`src/hdl/sram_qualify_pkg.sv`:
```
// Purpose: shared constants for the sram cycle qualify and sleep block
// Assumes: single clock at 25 MHz
// Notes:   interval counts are whole clock cycles
package sram_qualify_pkg;
  localparam int unsigned CLK_PERIOD_NS      = 40;
  // sleep entry interval in clock cycles
  localparam int unsigned SLEEP_ENTRY_CYCLES = 2;
  // recovery time in ns, plain default
  localparam int unsigned SLEEP_RECOVERY_NS  = 100;
  localparam int unsigned RECOVERY_CYCLES_RAW =
    SLEEP_RECOVERY_NS / CLK_PERIOD_NS;
  localparam int unsigned RECOVERY_CYCLES    =
    (RECOVERY_CYCLES_RAW < 1) ? 1 : RECOVERY_CYCLES_RAW;
  localparam int unsigned CNT_W              = 8;
  localparam int unsigned ADDR_W             = 4;
  localparam int unsigned DATA_W             = 8;
  localparam int unsigned LANES              = 1;
  localparam int unsigned DEPTH              = 16;
  localparam logic [7:0]  ENTRY_CNT  = 8'(SLEEP_ENTRY_CYCLES);
  localparam logic [7:0]  RECOV_CNT  = 8'(RECOVERY_CYCLES);
  localparam logic [7:0]  ZERO_CNT   = 8'h00;
  localparam logic [7:0]  ONE_CNT    = 8'h01;
  localparam logic [7:0]  ZERO_DATA  = 8'h00;
  localparam logic [3:0]  ZERO_ADDR  = 4'h0;

  // sleep sequencer states, one-hot
  typedef enum logic [3:0] {
    ST_NORMAL  = 4'b0001,
    ST_ENTRY   = 4'b0010,
    ST_SLEEP   = 4'b0100,
    ST_RECOVER = 4'b1000
  } sleep_state_type;
endpackage : sram_qualify_pkg

```
`src/hdl/sram_qualify.sv`:
```
// Purpose: cycle qualification and sleep sequencing of a flow-through sram
// Assumes: inputs synchronous to i_sys_clk; far side keeps its timing
// Notes:   small array stands in for the memory core;
//          status flags are registered copies of the next state
//
// Summary of operation
// - a cycle writes when global write is low or the qualifier is low with any lane low.
// - the part is enabled when a strobe is active and selects read low, high, low.
// - the combined strobe is active when either strobe is low.
// - asserting sleep passes through a no-access interval before sleep.
// - in sleep the part deselects itself regardless of selects and strobes.
// - in sleep the registers reload their own values so the free clock changes nothing.
// - in sleep all toggling inputs are ignored, no access is performed.
// - with strobes tied the part takes a new address every cycle.
`timescale 1ns/1ps
`default_nettype none
module sram_qualify (
  // clock, reset, enable
  input  wire logic                                  i_sys_clk,
  input  wire logic                                  i_nrst,
  input  wire logic                                  i_clk_en,
  // sleep control
  input  wire logic                                  i_sleep_request,
  // strobes and selects, active low except chip_select_high
  input  wire logic                                  i_controller_address_strobe_n,
  input  wire logic                                  i_processor_address_strobe_n,
  input  wire logic                                  i_chip_select_low_first_n,
  input  wire logic                                  i_chip_select_high,
  input  wire logic                                  i_chip_select_low_third_n,
  // write controls, active low
  input  wire logic                                  i_global_write_n,
  input  wire logic                                  i_write_qualifier_n,
  input  wire logic [sram_qualify_pkg::LANES-1:0]    i_byte_lane_write_n,
  // address and data
  input  wire logic [sram_qualify_pkg::ADDR_W-1:0]   i_addr,
  input  wire logic [sram_qualify_pkg::DATA_W-1:0]   i_wdata,
  // status and read data
  output logic                                       o_enabled,
  output logic                                       o_write_cycle,
  output logic                                       o_no_access,
  output logic                                       o_asleep,
  output logic [sram_qualify_pkg::DATA_W-1:0]        o_rdata
);

  typedef struct packed {
    sram_qualify_pkg::sleep_state_type           state;
    logic [sram_qualify_pkg::CNT_W-1:0]          cnt;
    logic                                        enabled;
    logic                                        write_cycle;
    logic                                        no_access;
    logic                                        asleep;
    logic [sram_qualify_pkg::DATA_W-1:0]         rdata;
  } regs_type;

  regs_type r;
  regs_type next_r;
  logic [sram_qualify_pkg::DATA_W-1:0] mem [sram_qualify_pkg::DEPTH];

  // combined strobe, active high when either strobe is low
  function automatic logic strobe_active(input logic c_n, input logic p_n);
    strobe_active = !(c_n && p_n);
  endfunction : strobe_active

  // chip enable pattern of the three selects: low, high, low
  function automatic logic select_match(input logic first_n,
                                        input logic high,
                                        input logic third_n);
    select_match = !first_n && high && !third_n;
  endfunction : select_match

  // write decode: global write, or qualifier with any lane low
  function automatic logic write_request(
    input logic                               global_n,
    input logic                               qual_n,
    input logic [sram_qualify_pkg::LANES-1:0] lanes_n);
    write_request = !global_n || (!qual_n && !(&lanes_n));
  endfunction : write_request

  // normal state test, shared by access gating and status flag
  function automatic logic is_normal(
    input sram_qualify_pkg::sleep_state_type s);
    is_normal = (s == sram_qualify_pkg::ST_NORMAL);
  endfunction : is_normal

  // interval counter in its last cycle
  function automatic logic count_done(
    input logic [sram_qualify_pkg::CNT_W-1:0] c);
    count_done = (c <= sram_qualify_pkg::ONE_CNT);
  endfunction : count_done

  // interval counter step
  function automatic logic [sram_qualify_pkg::CNT_W-1:0] count_down(
    input logic [sram_qualify_pkg::CNT_W-1:0] c);
    count_down = c - sram_qualify_pkg::ONE_CNT;
  endfunction : count_down

  logic any_address_strobe;
  logic sel_ok;
  logic wr_req;
  logic access_ok;

  // decode of strobes, selects and write controls
  always_comb
  begin
    any_address_strobe = strobe_active(i_controller_address_strobe_n,
                                       i_processor_address_strobe_n);
    sel_ok = select_match(i_chip_select_low_first_n, i_chip_select_high,
                          i_chip_select_low_third_n);
    wr_req = write_request(i_global_write_n, i_write_qualifier_n,
                           i_byte_lane_write_n);
    // accesses only in normal operation, tied strobes give one per cycle
    access_ok = is_normal(r.state)
                && !i_sleep_request && any_address_strobe && sel_ok;
  end

  // next state of the sleep sequencer and cycle flags
  always_comb
  begin
    next_r = r;
    next_r.enabled = access_ok;
    next_r.write_cycle = access_ok && wr_req;
    if (access_ok && !wr_req)
    begin
      next_r.rdata = mem[i_addr];
    end
    case (r.state)
      sram_qualify_pkg::ST_NORMAL:
      begin
        if (i_sleep_request)
        begin
          next_r.state = sram_qualify_pkg::ST_ENTRY;
          next_r.cnt = sram_qualify_pkg::ENTRY_CNT;
        end
      end
      sram_qualify_pkg::ST_ENTRY:
      begin
        // a withdrawn request still pays the recovery interval
        next_r.cnt = count_down(r.cnt);
        if (!i_sleep_request)
        begin
          next_r.state = sram_qualify_pkg::ST_RECOVER;
          next_r.cnt = sram_qualify_pkg::RECOV_CNT;
        end
        else if (count_done(r.cnt))
        begin
          next_r.state = sram_qualify_pkg::ST_SLEEP;
        end
      end
      sram_qualify_pkg::ST_SLEEP:
      begin
        // deselected, inputs ignored
        next_r.enabled = 1'b0;
        next_r.write_cycle = 1'b0;
        if (!i_sleep_request)
        begin
          next_r.state = sram_qualify_pkg::ST_RECOVER;
          next_r.cnt = sram_qualify_pkg::RECOV_CNT;
        end
      end
      sram_qualify_pkg::ST_RECOVER:
      begin
        // a new request during recovery goes back through entry
        next_r.cnt = count_down(r.cnt);
        if (i_sleep_request)
        begin
          next_r.state = sram_qualify_pkg::ST_ENTRY;
          next_r.cnt = sram_qualify_pkg::ENTRY_CNT;
        end
        else if (count_done(r.cnt))
        begin
          next_r.state = sram_qualify_pkg::ST_NORMAL;
          next_r.cnt = sram_qualify_pkg::ZERO_CNT;
        end
      end
      default:
      begin
        next_r.state = sram_qualify_pkg::ST_NORMAL;
        next_r.cnt = sram_qualify_pkg::ZERO_CNT;
      end
    endcase
    // status flags follow the next state so outputs come from flops
    next_r.no_access = !is_normal(next_r.state);
    next_r.asleep = (next_r.state == sram_qualify_pkg::ST_SLEEP);
  end

  // state register, frozen while asleep except for wake detection
  always_ff @(posedge i_sys_clk or negedge i_nrst)
  begin
    if (!i_nrst)
    begin
      r.state <= sram_qualify_pkg::ST_NORMAL;
      r.cnt <= sram_qualify_pkg::ZERO_CNT;
      r.enabled <= 1'b0;
      r.write_cycle <= 1'b0;
      r.rdata <= sram_qualify_pkg::ZERO_DATA;
      r.no_access <= 1'b0;
      r.asleep <= 1'b0;
    end
    else if (i_clk_en)
    begin
      r <= next_r;
    end
  end

  // array write, only from a qualified normal cycle
  always_ff @(posedge i_sys_clk)
  begin
    if (i_clk_en && access_ok && wr_req)
    begin
      mem[i_addr] <= i_wdata;
    end
  end

  // outputs straight from flops
  always_comb
  begin
    o_enabled = r.enabled;
    o_write_cycle = r.write_cycle;
    o_no_access = r.no_access;
    o_asleep = r.asleep;
    o_rdata = r.rdata;
  end

endmodule : sram_qualify
`default_nettype wire

```
`config.mk`:
```
export PLATFORM = sky130hd
export DESIGN_NAME = sram_qualify
export DESIGN_NICKNAME = d
export VERILOG_FILES = /design/src/hdl/sram_qualify_pkg.sv /design/src/hdl/sram_qualify.sv
export SDC_FILE = /design/constraint.sdc
export NUM_CORES = 1
export LEC_CHECK = 0
export BUFFER_PORTS_ARGS = -buffer_cell sky130_fd_sc_hd__buf_2
export CELL_PAD_IN_SITES_DETAIL_PLACEMENT = 0
export CELL_PAD_IN_SITES_GLOBAL_PLACEMENT = 1
export CORE_AREA = 2 2 98 147
export CTS_CLUSTER_DIAMETER = 120
export CTS_CLUSTER_SIZE = 30
export DETAILED_ROUTE_END_ITERATION = 16
export DIE_AREA = 0 0 100 149
export MAX_ROUTING_LAYER = met4
export PLACE_DENSITY_LB_ADDON = 0.08
export REMOVE_ABC_BUFFERS = 1
export SYNTH_ARGS = -nofsm -noshare
export SYNTH_HDL_FRONTEND = slang
export SYNTH_SLANG_ARGS = --single-unit
```
`constraint.sdc`:
```
create_clock -name i_sys_clk -period 2.55 [get_ports i_sys_clk]
set_clock_uncertainty 0.1 [all_clocks]
set_input_delay 0.255 -clock i_sys_clk [delete_from_list [all_inputs] [get_ports i_sys_clk]]
set_output_delay 0.255 -clock i_sys_clk [all_outputs]
set_load 0.02 [all_outputs]
```
-- After elaboration in Yosys (flattened, before gate mapping)
Memory sizes are Yosys's and may differ from the RTL's. A register that Yosys moved wholly into a read port is not among the register bits.
Index checks and enable logic that the tools add are counted.
- add/sub/neg operators: 1
- $lt $le $gt $ge: 1
- eq/ne operators: 8
- muxes and demuxes: 11
- reductions and logical operators: 24
- operators with widths (kind ; count):
    $mux W12 ; 4
    $pmux W12 S4 ; 1
    $logic_and A1 B1 Y1 ; 11
    $logic_not A1 Y1 ; 10
    $eq A4 B1 Y1 const B ; 2
    $eq A4 B3 Y1 const B ; 2
    $le A8 B1 Y1 const B ; 1
    $mux W4 ; 2
    $mux W8 ; 1
    $sub A8 B1 Y8 const B ; 1
    $eq A4 B2 Y1 const B ; 1
    $eq A4 B4 Y1 const B ; 1
    $ne A2 B2 Y1 const B ; 2
    $reduce_and A3 Y1 ; 1
    $mux W1 ; 2
    $mux W2 ; 1
    $reduce_and A2 Y1 ; 1
    $logic_or A1 B1 Y1 ; 1
- register bits after elaboration: 16
- memory bits (writable): 128
- output and inout port bits: 12
- memories kept: 1
- memories (name ; depth ; bits a word ; read ports ; clocked after Yosys merged registers in ; write ports ; RTL line ; text):
    mem ; 16 ; 8 ; 1 ; 1 ; 1 ; sram_qualify.sv:57 ; logic [sram_qualify_pkg::DATA_W-1:0] mem [sram_qualify_pkg::DEPTH];

-- Longest topological paths before layout
Gate-level depths: netlist (run 1).
- depth after elaboration: 8
- depth in mapped cells: 8
- gate-level depth less buffers: 7

-- Worst setup path after synthesis (run 1)
Ideal clock, no wire load.
- kind: flip-flop to flip-flop
- start: reg r[20] (netlist bit)
- end: mem mem[0][0] (netlist bit), enable pin
- library setup time: 383 ps
- arrival time: 2012 ps
- required time: 2067 ps
- path slack: 54 ps
- stages on the path, launching flop included: 6
- path buffers: 1
- period minus slack after synthesis: 2496 ps
- path through: dfstp_2 buf_6 nor3b_1 nand4_1 or3_1 nor3_1
- word-level cells in the longest chain between the ends: 8
- ends and longest elaborated chain (element ; RTL line ; text):
    start, declared ; sram_qualify.sv:55 ; regs_type r;
    start signal, assigned ; sram_qualify.sv:201 ; r <= next_r;
    $eq A4 B1 Y1 ; sram_qualify.sv:82 ; is_normal = (s == sram_qualify_pkg::ST_NORMAL);
    $logic_and A1 B1 Y1 (3 in series) ; sram_qualify.sv:113 ; && !i_sleep_request && any_address_strobe && sel_ok;
    $logic_and A1 B1 Y1 (2 in series) ; sram_qualify.sv:208 ; if (i_clk_en && access_ok && wr_req)
    $mux W1 ; sram_qualify.sv:208 ;
    $mux W1 (not written as such) ; sram_qualify.sv:210 ; mem[i_addr] <= i_wdata;
    end, declared ; sram_qualify.sv:57 ;
Every way passes these cells.

-- Worst setup path in the final report (run 1)
- start: reg r[20] (netlist bit)
- end: mem mem[0][5] (netlist bit), enable pin
The elaborated chain is that of the path after synthesis.

==> out/summary.txt, run 1 <==
Outcome - finished clean
Clock buffer depth - 2
Worst path required time - 2.56 ns
Post-DR vias/cell - 5.651
Final Cell Area - 7388 um2
Hold-critical path depth - 2
DRC Markers - 0
Hpwl dp - 9106 um
Cells after Synth - 372
# setup viols final - 0
Async S/R FF share, synth - 0.1579
Switching Fraction - 0.2437
Drt pass-1 iters - 5
Num ports - 36
Data arrival, critical path - 2.35 ns
Routed WL per cell - 21.66 um
Crit Reg-Reg Startpoint - r[20]
Clock Power Share - 0.419
Worst skew pair latency - 0.40 ns
Total GRT Usage - 0.1984
Final wirelength - 13040 um
Max-cap check violation count - 0
Max IR drop VDD - 0.4500 mV
CTS Buf Count - 17
Slew headroom - 0.6272
Remaining global-route overflow - 0
Post CTS Setup Buffer Count - 0
EDFF count, synth - 128
Syn. warnings - 0
# diodes - 0
Reg power frac - 0.457
Worst hold path class - primary input to register
NumNets Final - 450
Clock Tree Root - clkbuf_16
Pins Over Slew Limit - 0
Die area - 14900 um2
Die Width - 100 um
Min cycle time layout - 2.341 ns
Starting Density - 0.4573
Yosys cell types - 54
Die height - 149 um
Startpoint types - register
Seq cells post-synth - 152
Antenna violations before repair - 0
Via count of the first global-routing pass - 3647
Clock H-tree levels - 4
Reg-to-reg endpoint - mem[0][5]
CTS tree - yes
Comb power frac - 0.124
Port Buffers - 35
Slew @ Worst Pin - 0.5592 ns
R2R cell count - 5
P_leak - 2.646 nW
Core area - 13790 um2
Synthesis-to-layout area growth - 17.14%
Max Fclk - 0.4271 GHz
Synth Cell Area - 6307 um2
Post-DP Area - 6750 um2
Routed vias - 3402
P per Cell Area - 848.5 nW/um2
Post-synthesis sequential area ratio - 0.7048
Placement Rows - 53
CP endpoint kind - register
Hold Path Origin - i_sleep_request
# fillers - 1144
Layout cells sized above 1 - 0.3066
Sw power - 1.527 mW
Crit Path Class - register to register
Internal power - 4.741 mW
Syn avg cell area - 16.96 um2
Final hold violations - 0
Post-route ant nets - 0
Setup slack, reg-to-reg - 0.21 ns
Clock sinks - 152
Placer Congestion - 0.8348
Hold Crit Endpoint - r[23]
Ys flop type - edfxtp_1
1st-iter DRT viols - 217
Tcrit/Tclk final - 0.9182
Clk pin slew, worst setup/hold paths - 0.06 ns
Pin count of the biggest net entering global routing - 25
Critical-path maximum fanout - 9
Layout Utilization - 0.5356
First-pass GRT wire length - 20820 um
## metrics by stage
| step | total power [mW] | TNS, ns | setup WS (ns) | std cells | hold slack, ns |
|---|---|---|---|---|---|
| floorplan | 3.374 | 0 | 0.08797 | 343 | -0.1406 |
| finish | 6.269 | 0 | 0.2086 | 602 | 0.05136 |
| global placement | 3.697 | 0 | 0.2033 | 569 | 0.1752 |
| CTS | 6.332 | 0 | 0.1524 | 602 | 0.03398 |
| global route | 6.533 | -0.1703 | -0.02543 | 602 | 0.04166 |
| detailed placement | 3.705 | 0 | 0.1769 | 569 | 0.1763 |
## routing by layer
| metal | global-route usage | vias up | part of all wire |
|---|---|---|---|
| met1 | 0.2292 | 1746 | 0.39 |
| met2 | 0.3449 | 64 | 0.56 |
| met5 | - | - | 0 |
| met3 | 0.03233 | 20 | 0.027 |
| met4 | 0.07877 | 0 | 0.025 |
| li1 | - | 1572 | - |
## critical path: stages (launching register included)
cell     delay (ns)
dfstp_2        0.60
nor3b_1        0.33
nand4_1        0.22
or3_1          0.43
nor3_1         0.16
buf_4          0.20
## cells in the mapped netlist (all sizes together), types with 4 or more instances
library cell	count	area (um2)
o221ai	9	78.83
nand3	4	20.02
edfxtp	128	3844
or3	5	31.28
o21ai	21	105.1
nand2	23	86.33
buf	17	113.9
mux4	32	720.7
mux2i	8	80.08
nor2	19	71.32
a21oi	5	25.02
clkbuf	12	45.04
inv	8	30.03
dfrtp	23	575.6
nor3	7	40.04
nand2b	6	45.04
## what timing repair did
action                                  CTS  global route
hold endpoints to repair                 23             0
endpoints found under the setup margin    0            43
resized for setup                         0             1
hold buffers                              1             0
## cell families after synthesis
group,synth area share
and+or+nand+nor,0.07121
xor gates and xnor gates,0.004167
muxes,0.1270
adders and majority gates,0.003967
buffers and inverters,0.02995
AOI/OAI and AO/OA,0.05892
DFF,0.7048
## registers in the layout, summed over array words and instances, names as in the netlist
signal,count
mem,128
r,12
o_no_access,1
o_rdata,8
o_asleep,1
o_enabled,1
o_write_cycle,1
## power by group through the flow
stage	Combinational, mW	Sequential (mW)	Clock (mW)
5_1_grt	0.865	2.88	2.79
2_1_floorplan	0.407	2.97	0
4_1_cts	0.791	2.87	2.68
3_5_place_dp	0.788	2.92	0
3_3_place_gp	0.783	2.91	0
6_report	0.778	2.86	2.63
## how the worst max path moves through the flow
stage | from | to | slack [ns] | cells after the start
final | r[20] | mem[0][5] | 0.21 | 5
after global routing | r[20] | mem[2][4] | -0.03 | 6
after CTS | r[20] | mem[3][2] | 0.15 | 6
after detailed placement | r[20] | mem[3][7] | 0.18 | 6
after global placement | r[20] | mem[0][0] | 0.20 | 5
after floorplan | r[20] | mem[0][0] | 0.09 | 4
## placed cells by master, fill, tap and decap left out, types with 3 or more instances in the layout
cell        instances
edfxtp_1          128
buf_2              35
mux4_2             32
buf_4              24
nand2_1            23
dfrtp_1            23
o21ai_0            21
nor2_1             19
clkbuf_16          17
o221ai_1            9
inv_1               8
mux2i_1             8
nor3_1              6
or3_1               5
nand2b_1            5
a21oi_1             5
nand3_1             4
bufinv_16           4
xor2_1              3
inv_6               3
clkinvlp_4          3
## cell type report
class	count	area, um2	share of cell area
clock buffers	18	429.2	0.05809
clock inverters	14	196.4	0.02659
inverters	8	30.03	0.004064
multi-input cells	183	1675	0.2268
flip-flops and latches	152	4446	0.6017
well taps	165	206.4	0.02794
repair buffers	62	405.4	0.05487
(Power assumes the default switching activity.)
==> run 2: changes to the inputs <==
--- a/config.mk
+++ b/config.mk
@@ -8,14 +8,15 @@
 export BUFFER_PORTS_ARGS = -buffer_cell sky130_fd_sc_hd__buf_2
 export CELL_PAD_IN_SITES_DETAIL_PLACEMENT = 0
 export CELL_PAD_IN_SITES_GLOBAL_PLACEMENT = 1
-export CORE_AREA = 2 2 98 147
+export CORE_AREA = 2 2 90 135
 export CTS_CLUSTER_DIAMETER = 120
 export CTS_CLUSTER_SIZE = 30
 export DETAILED_ROUTE_END_ITERATION = 16
-export DIE_AREA = 0 0 100 149
+export DIE_AREA = 0 0 92 137
 export MAX_ROUTING_LAYER = met4
 export PLACE_DENSITY_LB_ADDON = 0.08
 export REMOVE_ABC_BUFFERS = 1
+export SLEW_MARGIN = 20
 export SYNTH_ARGS = -nofsm -noshare
 export SYNTH_HDL_FRONTEND = slang
 export SYNTH_SLANG_ARGS = --single-unit
==> constraint.sdc (replaced) <==
create_clock -name i_sys_clk -period 3 [get_ports i_sys_clk]
set_clock_uncertainty 0.1 [all_clocks]
set_input_delay 0.3 -clock i_sys_clk [delete_from_list [all_inputs] [get_ports i_sys_clk]]
set_output_delay 0.3 -clock i_sys_clk [all_outputs]
set_load 0.02 [all_outputs]
==> run 2 against run 1 <==
  * First-iteration DRC count up 15%
  * Design area down 1.7%
  * Worst hold slack better by 0.036 ns
  * Highest routed layer unchanged
==> out/summary.txt, run 2 (synthesis gave the netlist of run 1 again) <==
Crit-path slowest cell - dfstp_2
Clock Tree Root - clkbuf_16
Clock Power Share - 0.406
Clock buffer depth - 2
CP endpoint kind - register
Layout cells sized above 1 - 0.2953
Min cycle time layout - 2.414 ns
Worst path required time - 3.02 ns
Routed vias - 3351
Post-route ant nets - 0
Largest delay contributor family on the critical path - simple AND/OR/NAND/NOR gates
# setup viols final - 0
Max FFs per register - 128
P_leak - 2.598 nW
Pin count of the biggest net entering global routing - 26
Final hold violations - 0
Starting Density - 0.5527
1st-iter DRT viols - 249
P per Cell Area - 706.2 nW/um2
Clock sinks - 152
Hold Path Origin - i_sleep_request
Routed WL per cell - 20.69 um
Post CTS Setup Buffer Count - 0
Setup slack, reg-to-reg - 0.59 ns
Crit path launch - r[20]
Setup_tns - 0 ns
Total GRT Usage - 0.2147
Critical-path maximum fanout - 9
Dpl ws - 0.6170 ns
Max-cap check violation count - 0
Top reg by flops - mem
Num ports - 36
Antenna violations before repair - 0
Post-DR vias/cell - 5.778
Pins Over Slew Limit - 0
Die Width - 92 um
Core area - 11410 um2
Drt pass-1 iters - 4
Internal power - 3.857 mW
Crit-path most repeated cell - nand3_1
Via count of the first global-routing pass - 3379
Hold_ws - 0.08770 ns
Crit Path Class - register to register
Max IR drop VDD - 0.4012 mV
Final wirelength - 12000 um
Port Buffers - 35
Worst hold path class - primary input to register
NumNets Final - 443
Remaining global-route overflow - 0
Commonest cells after routing, fill and taps aside - 128 x edfxtp_1, 35 x buf_2, 32 x mux4_2
Die height - 137 um
First-pass GRT wire length - 18930 um
Clk pin slew, worst setup/hold paths - 0.06 ns
Layout Utilization - 0.6366
Outcome - finished clean
Commonest non-fill, non-tap cell in the layout - edfxtp_1
Switching Fraction - 0.2482
Data arrival, critical path - 2.43 ns
Cells along the critical path - nor3b_1 > nand3_1 > nor2b_1 > nand3_1 > nor3_1 > buf_4
DRC Markers - 0
Setup ws final - 0.5864 ns
# hold bufs at CTS - 1
Placer Congestion - 0.8026
Slew @ Worst Pin - 0.6273 ns
# diodes - 0
Comb power frac - 0.116
CTS tree - yes
Clock H-tree levels - 4
Placement Rows - 48
Crit path buffers/inverters - 1
Worst skew pair latency - 0.41 ns
Resized cells post-CTS - 0
Hpwl dp - 8259 um
Slew headroom - 0.5818
Crit Reg-Reg Startpoint - r[20]
Synthesis-to-layout area growth - 15.18%
Largest stage delay, worst path - 0.60 ns
Reg power frac - 0.479
Die area - 12600 um2
Sw power - 1.273 mW
RSZ-0062 raised after global routing - no
Max Fclk - 0.4143 GHz
Startpoint types - register
Tcrit/Tclk final - 0.8045
CTS Buf Count - 17
Power, Total - 5.130 mW
==> run 2: cell types whose count changed in the layout (fill, tap and decap cells not counted), sizes merged <==
cell      before  now
buf           61   54
clkinv         3    6
bufinv         4    2
clkinvlp       3    1
clkbuf        18   19
==> run 2: worst paths after layout <==
| check | cells after the start | to |
|---|---|---|
| min in group asynchronous | 2 | o_no_access |
| min | 2 | r[23] |
| max | 6 | mem[3][7] |
| max in group asynchronous | 2 | o_rdata[1] |
| min reg2reg | 2 | o_rdata[3] |
| max reg2reg | 6 | mem[3][7] |
==> run 2: metrics by stage <==
step,cell area (um2),std cells
global placement,6666,547
floorplan,6148,343
global route,7264,580
detailed placement,6666,547
finish,7264,580
CTS,7264,580
==> run 2: cell type report <==
type | count | area (um2)
sequential | 152 | 4446
fill | 856 | 4146
multi-input combinational | 183 | 1673
clock buffer | 19 | 442.9
timing repair buffer | 55 | 340.3
tap | 150 | 187.7
clock inverter | 13 | 145.1
inverter | 8 | 30.03
==> run 2: worst reg2reg max path, stage by stage (launching register included) <==
cell	delay, ns
dfstp_2	0.60
nor3b_1	0.37
nand3_1	0.17
nor2b_1	0.30
nand3_1	0.20
nor3_1	0.17
buf_4	0.20
==> run 2: power groups by stage <==
stage | clock (mW) | combinational (mW) | sequential [mW]
after floorplan | 0 | 0.346 | 2.52
after global placement | 0 | 0.593 | 2.49
after CTS | 2.12 | 0.605 | 2.46
final | 2.08 | 0.595 | 2.46
after global routing | 2.21 | 0.662 | 2.47
after detailed placement | 0 | 0.599 | 2.50
==> run 2: routing by layer <==
layer	routed length, um	global-route usage	vias to the layer above
li1	-	-	1563
met3	547	0.03855	8
met5	0	-	-
met4	110	0.07546	0
met2	6489	0.3636	92
met1	4854	0.2627	1688
==> run 3: changes to the inputs <==
--- a/config.mk
+++ b/config.mk
@@ -8,11 +8,11 @@
 export BUFFER_PORTS_ARGS = -buffer_cell sky130_fd_sc_hd__buf_2
 export CELL_PAD_IN_SITES_DETAIL_PLACEMENT = 0
 export CELL_PAD_IN_SITES_GLOBAL_PLACEMENT = 1
-export CORE_AREA = 2 2 90 135
+export CORE_AREA = 2 2 93 140
 export CTS_CLUSTER_DIAMETER = 120
 export CTS_CLUSTER_SIZE = 30
 export DETAILED_ROUTE_END_ITERATION = 16
-export DIE_AREA = 0 0 92 137
+export DIE_AREA = 0 0 95 142
 export MAX_ROUTING_LAYER = met4
 export PLACE_DENSITY_LB_ADDON = 0.08
 export REMOVE_ABC_BUFFERS = 1
==> constraint.sdc (replaced) <==
create_clock -name i_sys_clk -period 2.3 [get_ports i_sys_clk]
set_clock_uncertainty 0.1 [all_clocks]
set_input_delay 0.23 -clock i_sys_clk [delete_from_list [all_inputs] [get_ports i_sys_clk]]
set_output_delay 0.23 -clock i_sys_clk [all_outputs]
set_load 0.02 [all_outputs]
==> run 3 against run 2 <==
  * Register-to-register slack lost 0.49 ns
  * Sequential share of layout area shrank 1.0 points
  * First-iteration DRC count shrank 28%
  * Count of clock-buffer cells in the layout shrank 1
  * Sequential power grew 29%
  * Design area grew 1.7%
==> out/summary.txt, run 3 (synthesis gave the netlist of run 1 again) <==
Outcome - finished clean
Max FFs per register - 128
Routed WL per cell - 21.18 um
Power, Total - 6.937 mW
DRC Markers - 0
P_leak - 2.657 nW
Tcrit/Tclk final - 0.9581
Setup slack, reg-to-reg - 0.1 ns
Max-cap check violation count - 0
Final wirelength - 12560 um
Die height - 142 um
Die area - 13490 um2
Worst hold path class - primary input to register
Post-DP Area - 6726 um2
Synthesis-to-layout area growth - 17.12%
Routed vias - 3332
Placement Rows - 50
Largest delay contributor family on the critical path - simple AND/OR/NAND/NOR gates
Crit-path slowest cell - dfrtp_2
Clk pin slew, worst setup/hold paths - 0.06 ns
Crit path buffers/inverters - 0
Post-DR vias/cell - 5.619
Clock sinks - 152
Port Buffers - 35
Final hold violations - 0
Worst path required time - 2.53 ns
# setup viols final - 0
Starting Density - 0.5118
Clock Tree Root - clkbuf_16
CP endpoint kind - register
Slew headroom - 0.6089
Placer Congestion - 0.7803
CTS tree - yes
Num ports - 36
Non-Filler Instances - 593
Clock buffer depth - 2
CTS Buf Count - 17
Post CTS Setup Buffer Count - 0
Commonest non-fill, non-tap cell in the layout - edfxtp_1
Critical-path maximum fanout - 8
Post-route ant nets - 0
Max IR drop VDD - 0.6434 mV
Antenna violations before repair - 0
Max Fclk - 0.4538 GHz
Cells along the critical path - or3b_4 > or3_1 > or4_1 > nand3_1 > a21boi_0
Commonest cells after routing, fill and taps aside - 128 x edfxtp_1, 35 x buf_2, 32 x mux4_2
Startpoint types - register
Pins Over Slew Limit - 0
Slew @ Worst Pin - 0.5867 ns
Layout Utilization - 0.5994
1st-iter DRT viols - 180
Pin count of the biggest net entering global routing - 31
Data arrival, critical path - 2.43 ns
Die Width - 95 um
Remaining global-route overflow - 0
Drt pass-1 iters - 4
P per Cell Area - 939.1 nW/um2
Min cycle time layout - 2.204 ns
Via count of the first global-routing pass - 3483
Clock H-tree levels - 4
Placed cell count - 560
Hpwl dp - 8664 um
Total GRT Usage - 0.2123
# fillers - 967
Worst skew pair latency - 0.41 ns
Layout cells sized above 1 - 0.3204
Top reg by flops - mem
RSZ-0062 raised after global routing - no
Largest stage delay, worst path - 0.46 ns
Final Cell Area - 7387 um2
First-pass GRT wire length - 19910 um
Crit Path Class - register to register
Core area - 12320 um2
# diodes - 0
NumNets Final - 450
## run 3: changes by cell type in the layout (fill, tap and decap cells not counted), sizes merged
| cell | change |
|---|---|
| buf | +7 |
| bufinv | +1 |
| clkbuf | -1 |
| clkinv | -1 |
| inv | +1 |
## run 3: report_power, final
part / internal, mW / switching (mW) / total, mW
clock network: 1.74 / 1.13 / 2.87
logic: 0.369 / 0.529 / 0.899
registers: 3.08 / 0.0837 / 3.17
total: 5.19 / 1.75 / 6.94
## run 3: final cells by class
class,count,area [um2],area share
clock buffers,18,429.2,0.05810
clock inverters,14,186.4,0.02524
inverters,8,30.03,0.004065
multi-input cells,183,1707,0.2310
flip-flops and latches,152,4447,0.6020
well taps,156,195.2,0.02642
repair buffers,62,392.9,0.05318
## run 3: what timing repair did
item,4_1_cts,5_1_grt
setup endpoints to repair,1,105
endpoints found under the hold margin,23,0
hold buffers,1,0
resized for setup,1,6
## run 3: per-layer routing
| metal | vias to the layer above | global-route usage | wire length (um) | share of wire |
|---|---|---|---|---|
| met5 | - | - | 0 | 0 |
| met4 | 0 | 0.05873 | 155 | 0.012 |
| met3 | 13 | 0.04184 | 387 | 0.031 |
| met2 | 71 | 0.3610 | 6861 | 0.55 |
| met1 | 1676 | 0.2591 | 5157 | 0.41 |
| li1 | 1572 | - | - | - |
## run 3: final timing paths
check	cells past startpoint	from	end
hold / removal	2	i_sleep_request	r[23]
setup / recovery	5	r[21]	r[20]
min in group asynchronous	2	i_nrst	r[12]
setup reg to reg	5	r[21]	r[20]
hold reg to reg	2	o_rdata[5]	o_rdata[5]
max in group asynchronous	2	i_nrst	r[21]
## run 3: metrics by stage
step / setup WS (ns) / hold WS [ns] / setup TNS (ns)
final: 0.09632 / 0.08475 / 0
after CTS: 0.01976 / 0.03028 / 0
after global routing: 0.02967 / 0.09323 / 0
after floorplan: -0.1620 / -0.1656 / -3.362
after detailed placement: 0.01228 / 0.1659 / 0
after global placement: 0.1000 / 0.1560 / 0
